$ cat src/logic/power_cmd_regs.vh
// constants for the power module command and clock register block
// included by power_cmd_regs.v; definitions only
`ifndef POWER_CMD_REGS_VH
`define POWER_CMD_REGS_VH
// target selects
`define TGT_RTC            7'h6A
`define TGT_CMD            7'h6B
// clock field offsets
`define RTC_SECONDS        8'h00
`define RTC_MINUTES        8'h01
`define RTC_HOURS          8'h02
`define RTC_WEEKDAY        8'h03
`define RTC_DAY_OF_MONTH   8'h04
`define RTC_MONTH          8'h05
`define RTC_YEAR           8'h06
// command register offsets
`define MODULE_COMMAND     8'h00
`define BATTERY_RUNTIME    8'h01
`define SERIAL_PORT_CONFIG 8'h02
`define ALIVE_COUNTDOWN    8'h05
// command codes
`define CMD_SHUTDOWN       8'hCC
`define CMD_RESTORE        8'hDD
`define CMD_CPU_RESET      8'hEE
`define CMD_CALIBRATE      8'h11
`define CMD_BOOTLOADER     8'hFF
// values
`define VAL_DISABLED       8'hFF
`define VAL_MAX_RUNTIME    8'hFE
`define SERIAL_RST         8'h00
`define SERIAL_ON          8'h01
`define ALIVE_RST          8'hFF
`define RUNTIME_RST        8'h00
// timing
`define CLK_HZ             125000000
`define BOOT_IDLE_S        16
`define BUTTON_HOLD_S      2
`define MINUTE_S           60
`endif
$ cat src/logic/power_cmd_regs.v
// power module command interpreter with calendar clock mirror
// assumes a synchronous register port, one clock, and power status inputs
// What this block does
// - clock registers and command registers sit at two distinct targets
// - seven read-only BCD clock fields at offsets 0x00 to 0x06
// - shutdown code runs safe shutdown, removes power when on battery
// - restore code restores defaults; reads back code until done, then zero
// - cpu-reset code reloads start-up values, clock set to 2000-01-01
// - calibration code trims converters; host uses it only when charged
// - bootloader code enters load mode; exits on button, upload, 16 s idle
// - bootloader refused unless powered through the host supply input
// - cable lost and run time expired: safe shutdown, battery off, sleep
// - in sleep after timeout, cable power return restarts host
// - in sleep, function button held over 2 s restarts host
// - run time value 0xff disables the limit
// - run time is 60 s plus 60 s per unit up to 0xfe
// - after timeout shutdown a button hold over 2 s restarts and rearms run time
// - run time write commits to nonvolatile storage; reads show value
// - serial config zero disables port, one enables at 115200
// - alive countdown readable anytime; 0xff disables, default
// - 0x01..0xfe enables countdown per second; zero forces host reset
// - writing zero to countdown pulses safe shutdown and host reset in the same cycle
// - countdown works the same on battery or cable power
// - after countdown restart the register reloads 0xff
// - writes to mirror registers have no lasting effect
//
// The address-and-strobe port was decided locally.
`timescale 1ns/1ps
`include "power_cmd_regs.vh"
module power_cmd_regs #(
  parameter TICK_CYCLES = `CLK_HZ,
  parameter RESTORE_CYCLES = 16
) (
  input  wire       clk,
  input  wire       rst,
  input  wire [6:0] target,
  input  wire [7:0] addr,
  input  wire [7:0] wdata,
  input  wire       wr,
  input  wire       rd,
  output reg  [7:0] rdata,
  input  wire       cable_power,
  input  wire       host_supply_power,
  input  wire       function_button,
  input  wire       reset_button,
  input  wire       upload_done,
  input  wire       boot_activity,
  output reg        safe_shutdown_req,
  output reg        power_off,
  output reg        host_reset,
  output reg        low_power_sleep,
  output reg        calibrate_req,
  output reg        bootloader_mode,
  output reg        orange_led,
  output reg        irq_disable,
  output reg        serial_enable,
  output reg        nvm_write,
  output reg  [7:0] nvm_data
);

// ---------------------------------------------
// helpers
// ---------------------------------------------
function [7:0] bcd_inc;
  input [7:0] v;
  begin
    if (v[3:0] == 4'h9)
      bcd_inc = {v[7:4] + 4'h1, 4'h0};
    else
      bcd_inc = {v[7:4], v[3:0] + 4'h1};
  end
endfunction

function [31:0] secs_for;
  input [7:0] v;
  begin
    secs_for = `MINUTE_S + `MINUTE_S * {24'h000000, v};
  end
endfunction

function [7:0] days_in;
  input [7:0] m;
  input [7:0] y;
  begin
    case (m)
      8'h02:   days_in = (y[1:0] == 2'h0 && y[4] == 1'b0) || (y[1:0] == 2'h2 && y[4] == 1'b1) ? 8'h29 : 8'h28;
      8'h04, 8'h06, 8'h09, 8'h11: days_in = 8'h30;
      default: days_in = 8'h31;
    endcase
  end
endfunction

// ---------------------------------------------
// one second tick
// ---------------------------------------------
reg  [31:0] tick_cnt_reg;
wire        tick = (tick_cnt_reg == TICK_CYCLES - 1);

always @(posedge clk or posedge rst)
begin
  if (rst)
    tick_cnt_reg <= 32'h00000000;
  else if (tick)
    tick_cnt_reg <= 32'h00000000;
  else
    tick_cnt_reg <= tick_cnt_reg + 32'h00000001;
end

// ---------------------------------------------
// register strobes
// ---------------------------------------------
wire cmd_wr = wr && target == `TGT_CMD;
wire wr_cmd = cmd_wr && addr == `MODULE_COMMAND;
wire wr_run = cmd_wr && addr == `BATTERY_RUNTIME;
wire wr_ser = cmd_wr && addr == `SERIAL_PORT_CONFIG;
wire wr_alv = cmd_wr && addr == `ALIVE_COUNTDOWN;

// ---------------------------------------------
// supervision states
// ---------------------------------------------
localparam ST_RUN   = 5'b00001;
localparam ST_BOOT  = 5'b00010;
localparam ST_REST  = 5'b00100;
localparam ST_SLEEP = 5'b01000;
localparam ST_CPU   = 5'b10000;

reg  [4:0]  state_reg;
reg  [7:0]  command_reg;
reg  [7:0]  runtime_reg;
reg  [7:0]  serial_reg;
reg  [7:0]  alive_reg;
reg  [31:0] bat_secs_reg;
reg  [4:0]  boot_idle_reg;
reg  [1:0]  hold_reg;
reg  [7:0]  restore_reg;
reg  [7:0]  sec_reg, min_reg, hour_reg, wday_reg, mday_reg, mon_reg, year_reg;

wire alive_expire = tick && alive_reg == 8'h01;
wire bat_expire   = !cable_power && runtime_reg != `VAL_DISABLED &&
                    bat_secs_reg >= secs_for(runtime_reg);

always @(posedge clk or posedge rst)
begin
  if (rst)
  begin
    state_reg         <= ST_RUN;
    command_reg       <= 8'h00;
    runtime_reg       <= `RUNTIME_RST;
    serial_reg        <= `SERIAL_RST;
    alive_reg         <= `ALIVE_RST;
    bat_secs_reg      <= 32'h00000000;
    boot_idle_reg     <= 5'h00;
    hold_reg          <= 2'h0;
    restore_reg       <= 8'h00;
    safe_shutdown_req <= 1'b0;
    power_off         <= 1'b0;
    host_reset        <= 1'b0;
    low_power_sleep   <= 1'b0;
    calibrate_req     <= 1'b0;
    bootloader_mode   <= 1'b0;
    orange_led        <= 1'b0;
    irq_disable       <= 1'b0;
    nvm_write         <= 1'b0;
    nvm_data          <= 8'h00;
  end
  else
  begin
    safe_shutdown_req <= 1'b0;
    host_reset        <= 1'b0;
    calibrate_req     <= 1'b0;
    nvm_write         <= 1'b0;
    if (wr_ser)
      serial_reg <= wdata;
    if (wr_run)
    begin
      runtime_reg <= wdata;
      nvm_write   <= 1'b1;
      nvm_data    <= wdata;
    end
    // battery run time counter
    if (cable_power)
      bat_secs_reg <= 32'h00000000;
    else if (tick && state_reg == ST_RUN)
      bat_secs_reg <= bat_secs_reg + 32'h00000001;
    // alive countdown, same on either supply
    if (wr_alv)
    begin
      alive_reg <= wdata;
      if (wdata == 8'h00)
      begin
        safe_shutdown_req <= 1'b1;
        host_reset        <= 1'b1;
        alive_reg         <= `VAL_DISABLED;
      end
    end
    else if (alive_expire)
    begin
      host_reset <= 1'b1;
      alive_reg  <= `VAL_DISABLED;
    end
    else if (tick && alive_reg != `VAL_DISABLED && alive_reg != 8'h00)
      alive_reg <= alive_reg - 8'h01;
    case (state_reg)
      ST_RUN:
      begin
        if (bat_expire)
        begin
          safe_shutdown_req <= 1'b1;
          power_off         <= 1'b1;
          low_power_sleep   <= 1'b1;
          hold_reg          <= 2'h0;
          state_reg         <= ST_SLEEP;
        end
        else if (wr_cmd)
        begin
          case (wdata)
            `CMD_SHUTDOWN:
            begin
              safe_shutdown_req <= 1'b1;
              power_off         <= !cable_power;
            end
            `CMD_RESTORE:
            begin
              command_reg <= `CMD_RESTORE;
              restore_reg <= 8'h00;
              state_reg   <= ST_REST;
            end
            `CMD_CPU_RESET:
              state_reg <= ST_CPU;
            `CMD_CALIBRATE:
              calibrate_req <= 1'b1;
            `CMD_BOOTLOADER:
              if (host_supply_power)
              begin
                bootloader_mode <= 1'b1;
                orange_led      <= 1'b1;
                irq_disable     <= 1'b1;
                boot_idle_reg   <= 5'h00;
                state_reg       <= ST_BOOT;
              end
            default:
              state_reg <= ST_RUN;
          endcase
        end
      end
      ST_BOOT:
      begin
        if (boot_activity)
          boot_idle_reg <= 5'h00;
        else if (tick)
          boot_idle_reg <= boot_idle_reg + 5'h01;
        if (reset_button || upload_done || boot_idle_reg >= `BOOT_IDLE_S)
          state_reg <= ST_CPU;
      end
      ST_REST:
      begin
        restore_reg <= restore_reg + 8'h01;
        if (restore_reg == RESTORE_CYCLES - 1)
        begin
          runtime_reg <= `RUNTIME_RST;
          serial_reg  <= `SERIAL_RST;
          alive_reg   <= `ALIVE_RST;
          nvm_write   <= 1'b1;
          nvm_data    <= `RUNTIME_RST;
          command_reg <= 8'h00;
          state_reg   <= ST_RUN;
        end
      end
      ST_SLEEP:
      begin
        if (!function_button)
          hold_reg <= 2'h0;
        else if (tick && hold_reg != 2'h3)
          hold_reg <= hold_reg + 2'h1;
        if (cable_power || hold_reg > `BUTTON_HOLD_S)
        begin
          power_off       <= 1'b0;
          low_power_sleep <= 1'b0;
          host_reset      <= 1'b1;
          bat_secs_reg    <= 32'h00000000;
          state_reg       <= ST_RUN;
        end
      end
      ST_CPU:
      begin
        bootloader_mode <= 1'b0;
        orange_led      <= 1'b0;
        irq_disable     <= 1'b0;
        command_reg     <= 8'h00;
        state_reg       <= ST_RUN;
      end
      default:
        state_reg <= ST_RUN;
    endcase
  end
end

// ---------------------------------------------
// calendar clock
// ---------------------------------------------
always @(posedge clk or posedge rst)
begin
  if (rst)
  begin
    sec_reg  <= 8'h00;
    min_reg  <= 8'h00;
    hour_reg <= 8'h00;
    wday_reg <= 8'h06;
    mday_reg <= 8'h01;
    mon_reg  <= 8'h01;
    year_reg <= 8'h00;
  end
  else if (state_reg == ST_CPU)
  begin
    sec_reg  <= 8'h00;
    min_reg  <= 8'h00;
    hour_reg <= 8'h00;
    wday_reg <= 8'h06;
    mday_reg <= 8'h01;
    mon_reg  <= 8'h01;
    year_reg <= 8'h00;
  end
  else if (tick)
  begin
    sec_reg <= (sec_reg == 8'h59) ? 8'h00 : bcd_inc(sec_reg);
    if (sec_reg == 8'h59)
    begin
      min_reg <= (min_reg == 8'h59) ? 8'h00 : bcd_inc(min_reg);
      if (min_reg == 8'h59)
      begin
        hour_reg <= (hour_reg == 8'h23) ? 8'h00 : bcd_inc(hour_reg);
        if (hour_reg == 8'h23)
        begin
          wday_reg <= (wday_reg == 8'h07) ? 8'h01 : bcd_inc(wday_reg);
          mday_reg <= (mday_reg == days_in(mon_reg, year_reg)) ? 8'h01 : bcd_inc(mday_reg);
          if (mday_reg == days_in(mon_reg, year_reg))
          begin
            mon_reg <= (mon_reg == 8'h12) ? 8'h01 : bcd_inc(mon_reg);
            if (mon_reg == 8'h12)
              year_reg <= (year_reg == 8'h99) ? 8'h00 : bcd_inc(year_reg);
          end
        end
      end
    end
  end
end

// ---------------------------------------------
// read port, mirrors ignore writes
// ---------------------------------------------
always @(posedge clk or posedge rst)
begin
  if (rst)
    rdata <= 8'h00;
  else if (rd && target == `TGT_RTC)
    case (addr)
      `RTC_SECONDS:      rdata <= sec_reg;
      `RTC_MINUTES:      rdata <= min_reg;
      `RTC_HOURS:        rdata <= hour_reg;
      `RTC_WEEKDAY:      rdata <= wday_reg;
      `RTC_DAY_OF_MONTH: rdata <= mday_reg;
      `RTC_MONTH:        rdata <= mon_reg;
      `RTC_YEAR:         rdata <= year_reg;
      default:           rdata <= 8'h00;
    endcase
  else if (rd && target == `TGT_CMD)
    case (addr)
      `MODULE_COMMAND:     rdata <= command_reg;
      `BATTERY_RUNTIME:    rdata <= runtime_reg;
      `SERIAL_PORT_CONFIG: rdata <= serial_reg;
      `ALIVE_COUNTDOWN:    rdata <= alive_reg;
      default:             rdata <= 8'h00;
    endcase
  else
    rdata <= 8'h00;
end

always @(posedge clk or posedge rst)
begin
  if (rst)
    serial_enable <= 1'b0;
  else
    serial_enable <= serial_reg == `SERIAL_ON;
end

endmodule // power_cmd_regs

$ cat config.mk
export PLATFORM = sky130hd
export DESIGN_NAME = power_cmd_regs
export DESIGN_NICKNAME = d
export VERILOG_FILES = /design/src/logic/power_cmd_regs.v
export VERILOG_INCLUDE_DIRS = /design/src /design/src/logic
export SDC_FILE = /design/constraint.sdc
export NUM_CORES = 1
export LEC_CHECK = 0
export BUFFER_PORTS_ARGS = -buffer_cell sky130_fd_sc_hd__buf_4
export CAP_MARGIN = 20
export CORE_ASPECT_RATIO = 0.9
export CORE_MARGIN = 2
export CORE_UTILIZATION = 30
export CTS_CLUSTER_SIZE = 24
export DETAILED_ROUTE_END_ITERATION = 7
export RECOVER_POWER = 25
export SLEW_MARGIN = 40
export SYNTH_ARGS = -nofsm -noshare
export SYNTH_HDL_FRONTEND = slang
export SYNTH_SLANG_ARGS = --single-unit
$ cat constraint.sdc
create_clock -name clk -period 5.72 [get_ports clk]
set_input_delay 0 -clock clk [delete_from_list [all_inputs] [get_ports clk]]
set_output_delay 0 -clock clk [all_outputs]
set_load 0.05 [all_outputs]
==> impl_metrics.ini <==
[outcome]
status = finished, violations left
violations = capacitance limit, slew limit

[worst_setup_path]
r2r_cells = 21
critPathMaxFanout = 5
crit_path_end_kind = flop
setup.worst_path.start_class = flop
crit-reg2reg-capture = boot_idle_reg[2]$_DFFE_PP0P_
critPathCapture = boot_idle_reg[2]$_DFFE_PP0P_
cp.arrival_ns = 5.68
setup_slack_of_the_worst_register_to_register_path_ns = 0.39
crit-reg2reg-launch = runtime_reg[2]$_DFF_PP0_
worst-endpoint-required_ns = 6.06
crit_start = runtime_reg[2]$_DFF_PP0_
crit_type = flop to flop

[routing]
via_per_inst = 5.18
antenna_left = 0
post_detailed_route_drc_marker_count = 0
dr_total_vias = 9841
detail_route.wirelength_mm = 30.6
number_of_iterations_in_the_first_detailed_routing_pass = 5
wl_per_instance_um = 16.1
drtIter0Drc = 789

[timing]
max_slew_violation_count = 134
crit_share_post_route_pct = 93.2
maxSlewHeadroom_pct = -95.5
timing.final.hold_violations = 0
tightest_slew_ns = 2.93
maxClockFrequency_mhz = 188
final_critical_path_setup_slack_ns = 0.387
final_period_minus_worst_setup_slack_ns = 5.33
timing.final.setup_violations = 0
setup_total_negative_slack_ns = 0
fin_skew_ns = 0.0158

[synth]
synthXorXnorAreaFrac_pct = 6.21
mappedNetlistNets = 1405
yosys.cell_types.count = 88
post_synth_instance_area_sq_mm = 0.0117
synth_adder_area_share_pct = 9.16
synth-seq-area-share_pct = 40.5
yosys_most_used_dff = dfrtp_1
synth_enable_flop_cells = 0
synth.mux.area_fraction_pct = 1.99
syn-mean-instance-area_sq_um = 9.05
asyncSetResetFlopFracSynth_pct = 100
yosys_warnings = 0
synth_compound_gate_area_share_pct = 14.0
syn_inst = 1294
synth_top_family_by_area = simple AND/OR/NAND/NOR gates
synth.ff_latch_count = 189
post_synth_and_or_nand_nor_area_fraction_pct = 24.5

[die]
dieArea_sq_mm = 0.0406
die_h_um = 191
fp-row-count = 68
die_w_um = 212
core_area_sq_mm = 0.0385
floorplan.initialDensity_pct = 30.5
io-pin-count = 59

[global_routing]
grt_antenna_before_repair = 0
grt_start_max_net_pins = 134
grt_pass1_vias = 9213
gr-usage-all-layers_pct = 15.5
wire_length_of_the_first_global_routing_pass_mm = 49.9
grt.overflow.total = 0

[clock_tree]
tritoncts_num_sinks = 189
clk_pin_slew_worst_paths_ns = 0.08
clk_latency_ns = 0.47
numCtsBuffers = 17
clk_tree_root_cell = clkbuf_16
htree_levels = 4
tritoncts = yes
clk_path_buf_depth = 2

[power]
clock_power_share_pct = 43.9
ir_worst_vdd_mv = 0.136
share_seq_of_total_power_pct = 51.6
netSwitchingPower_uw = 661
lkg_pwr_nw = 5.94
cellPowerDensity_mw_per_mm2 = 194
intPower_mw = 1.96
combPwrFrac_pct = 4.4
power.share.switching_pct = 25.2

[hold_path]
worst_hold_path_type = input port to flop

[placed_design]
place_ws_ns = 0.0261
buffer_ports.inserted = 58
place_hpwl_mm = 22.2
place.gp.congestion = 0.864

[layout]
area_growth_syn_to_layout_pct = 15.2
mostFrequentLayoutCells = dfrtp_1 (174), nand2_1 (151), nor2_1 (138)
post_route_cells_drive_above_1_share_pct = 12.3
final_net_count = 1474
antenna_cells_inserted = 0
layout_commonest_cell = dfrtp_1
postLayoutCoreUtil_pct = 35.1

[run]
maxCapViolations = 1
==> Yosys cell counts, types with 4 or more instances <==
| cell type | n | share of area [%] |
|---|---|---|
| or2_2 | 5 | 0.27 |
| o31ai_1 | 11 | 0.70 |
| nand3_1 | 53 | 2.3 |
| and4_1 | 6 | 0.45 |
| fa_1 | 13 | 2.2 |
| nor2_1 | 142 | 4.5 |
| o22ai_1 | 14 | 0.75 |
| and2_1 | 11 | 0.59 |
| a21o_1 | 5 | 0.32 |
| xnor2_1 | 34 | 2.5 |
| a221oi_1 | 9 | 0.67 |
| o41ai_1 | 6 | 0.45 |
| ha_1 | 65 | 6.9 |
| or4_1 | 9 | 0.58 |
| buf_4 | 4 | 0.26 |
| dfrtp_1 | 176 | 38 |
| nor4_1 | 14 | 0.75 |
| o21ai_0 | 95 | 4.1 |
| dfstp_2 | 13 | 2.9 |
| or3_1 | 19 | 1.0 |
| a21oi_1 | 76 | 3.2 |
| nand3b_1 | 8 | 0.51 |
| nand2_1 | 151 | 4.8 |
| inv_1 | 59 | 1.9 |
| nor2b_1 | 6 | 0.32 |
| nand4_1 | 30 | 1.6 |
| nor3b_1 | 6 | 0.38 |
| nand2b_1 | 6 | 0.32 |
| clkbuf_1 | 25 | 0.80 |
| nor3_1 | 17 | 0.73 |
| xor2_1 | 49 | 3.7 |
| o221ai_1 | 8 | 0.60 |
| a31oi_1 | 7 | 0.37 |
| a211oi_1 | 7 | 0.45 |
| and3_1 | 30 | 1.6 |
| o211ai_1 | 5 | 0.32 |
| mux2i_1 | 21 | 1.8 |
==> how the worst min path moves through the flow <==
stage,from,endpoint,depth (start not counted)
floorplan,wdata[0],serial_reg[0]$_DFF_PP0_,2
CTS,reset_button,state_reg[0]$_DFFE_PP1P_,4
global placement,rst,rdata[5]$_DFF_PP0_,2
detailed placement,rst,rdata[5]$_DFF_PP0_,2
global route,reset_button,state_reg[0]$_DFFE_PP1P_,4
finish,reset_button,state_reg[0]$_DFFE_PP1P_,4
==> final cells by class <==
type                            count  area, sq um
Timing Repair Buffer               87          699
Clock buffer                       19          443
Inverter                           59          225
Multi-Input combinational cell   1009         6620
Sequential cell                   189         4750
Tap cell                          525          657
Clock inverter                     13          106
Fill cell                        3993        25000
==> worst max-delay path, stage by stage (launching register included) <==
cell	delay (ns)
dfrtp_2	0.45
inv_1	0.16
fa_1	0.46
fa_1	0.51
inv_1	0.04
ha_1	0.33
o21ai_0	0.22
o21ai_0	0.15
a211oi_1	0.22
nor2_1	0.10
a21o_1	0.18
a21oi_1	0.17
xnor2_1	0.19
nand3b_1	0.11
ha_1	0.30
a211oi_1	0.23
nand2_1	0.10
a211oi_2	0.30
a21oi_1	0.20
or4_1	0.59
nand3_1	0.12
o211ai_1	0.09
==> layer usage <==
metal / routed length, um / GRT usage, %
met1: 14600 / 21.9
met2: 14000 / 23.7
met3: 1580 / 3.76
met4: 401 / 3.71
met5: 0 / 0
==> power by group through the flow <==
stage / Clock [mW] / Sequential, mW / Combinational, mW
floorplan: 0 / 1.39 / 0.0515
CTS: 1.18 / 1.35 / 0.120
global placement: 0 / 1.38 / 0.109
finish: 1.15 / 1.35 / 0.117
global route: 1.24 / 1.35 / 0.130
detailed placement: 0 / 1.38 / 0.111
==> cell families after synthesis <==
| kind of cell | after synthesis |
|---|---|
| fa+ha+maj | 78 |
| mux | 23 |
| xor+xnor | 83 |
| simple gates | 556 |
| buf+inv | 96 |
| compound gates | 269 |
| flops | 189 |
==> timing repair <==
action                                 CTS  global route
endpoints found under the hold margin  165             0
setup endpoints to repair                0            17
gates resized for setup                  0            12
hold buffers                            15             0
buffers inserted                         0             3
==> metrics by stage <==
stage	power, mW	hold WS, ns	instances	instance area [sq um]
2_1_floorplan	1.44	0.142	1294	11700
3_3_place_gp	1.49	0.292	1850	12700
3_5_place_dp	1.49	0.186	1850	12700
4_1_cts	2.65	0.0449	1897	13400
5_1_grt	2.72	0.0873	1901	13500
6_report	2.62	0.0480	1901	13500
Power figures use the tool's default switching activity.
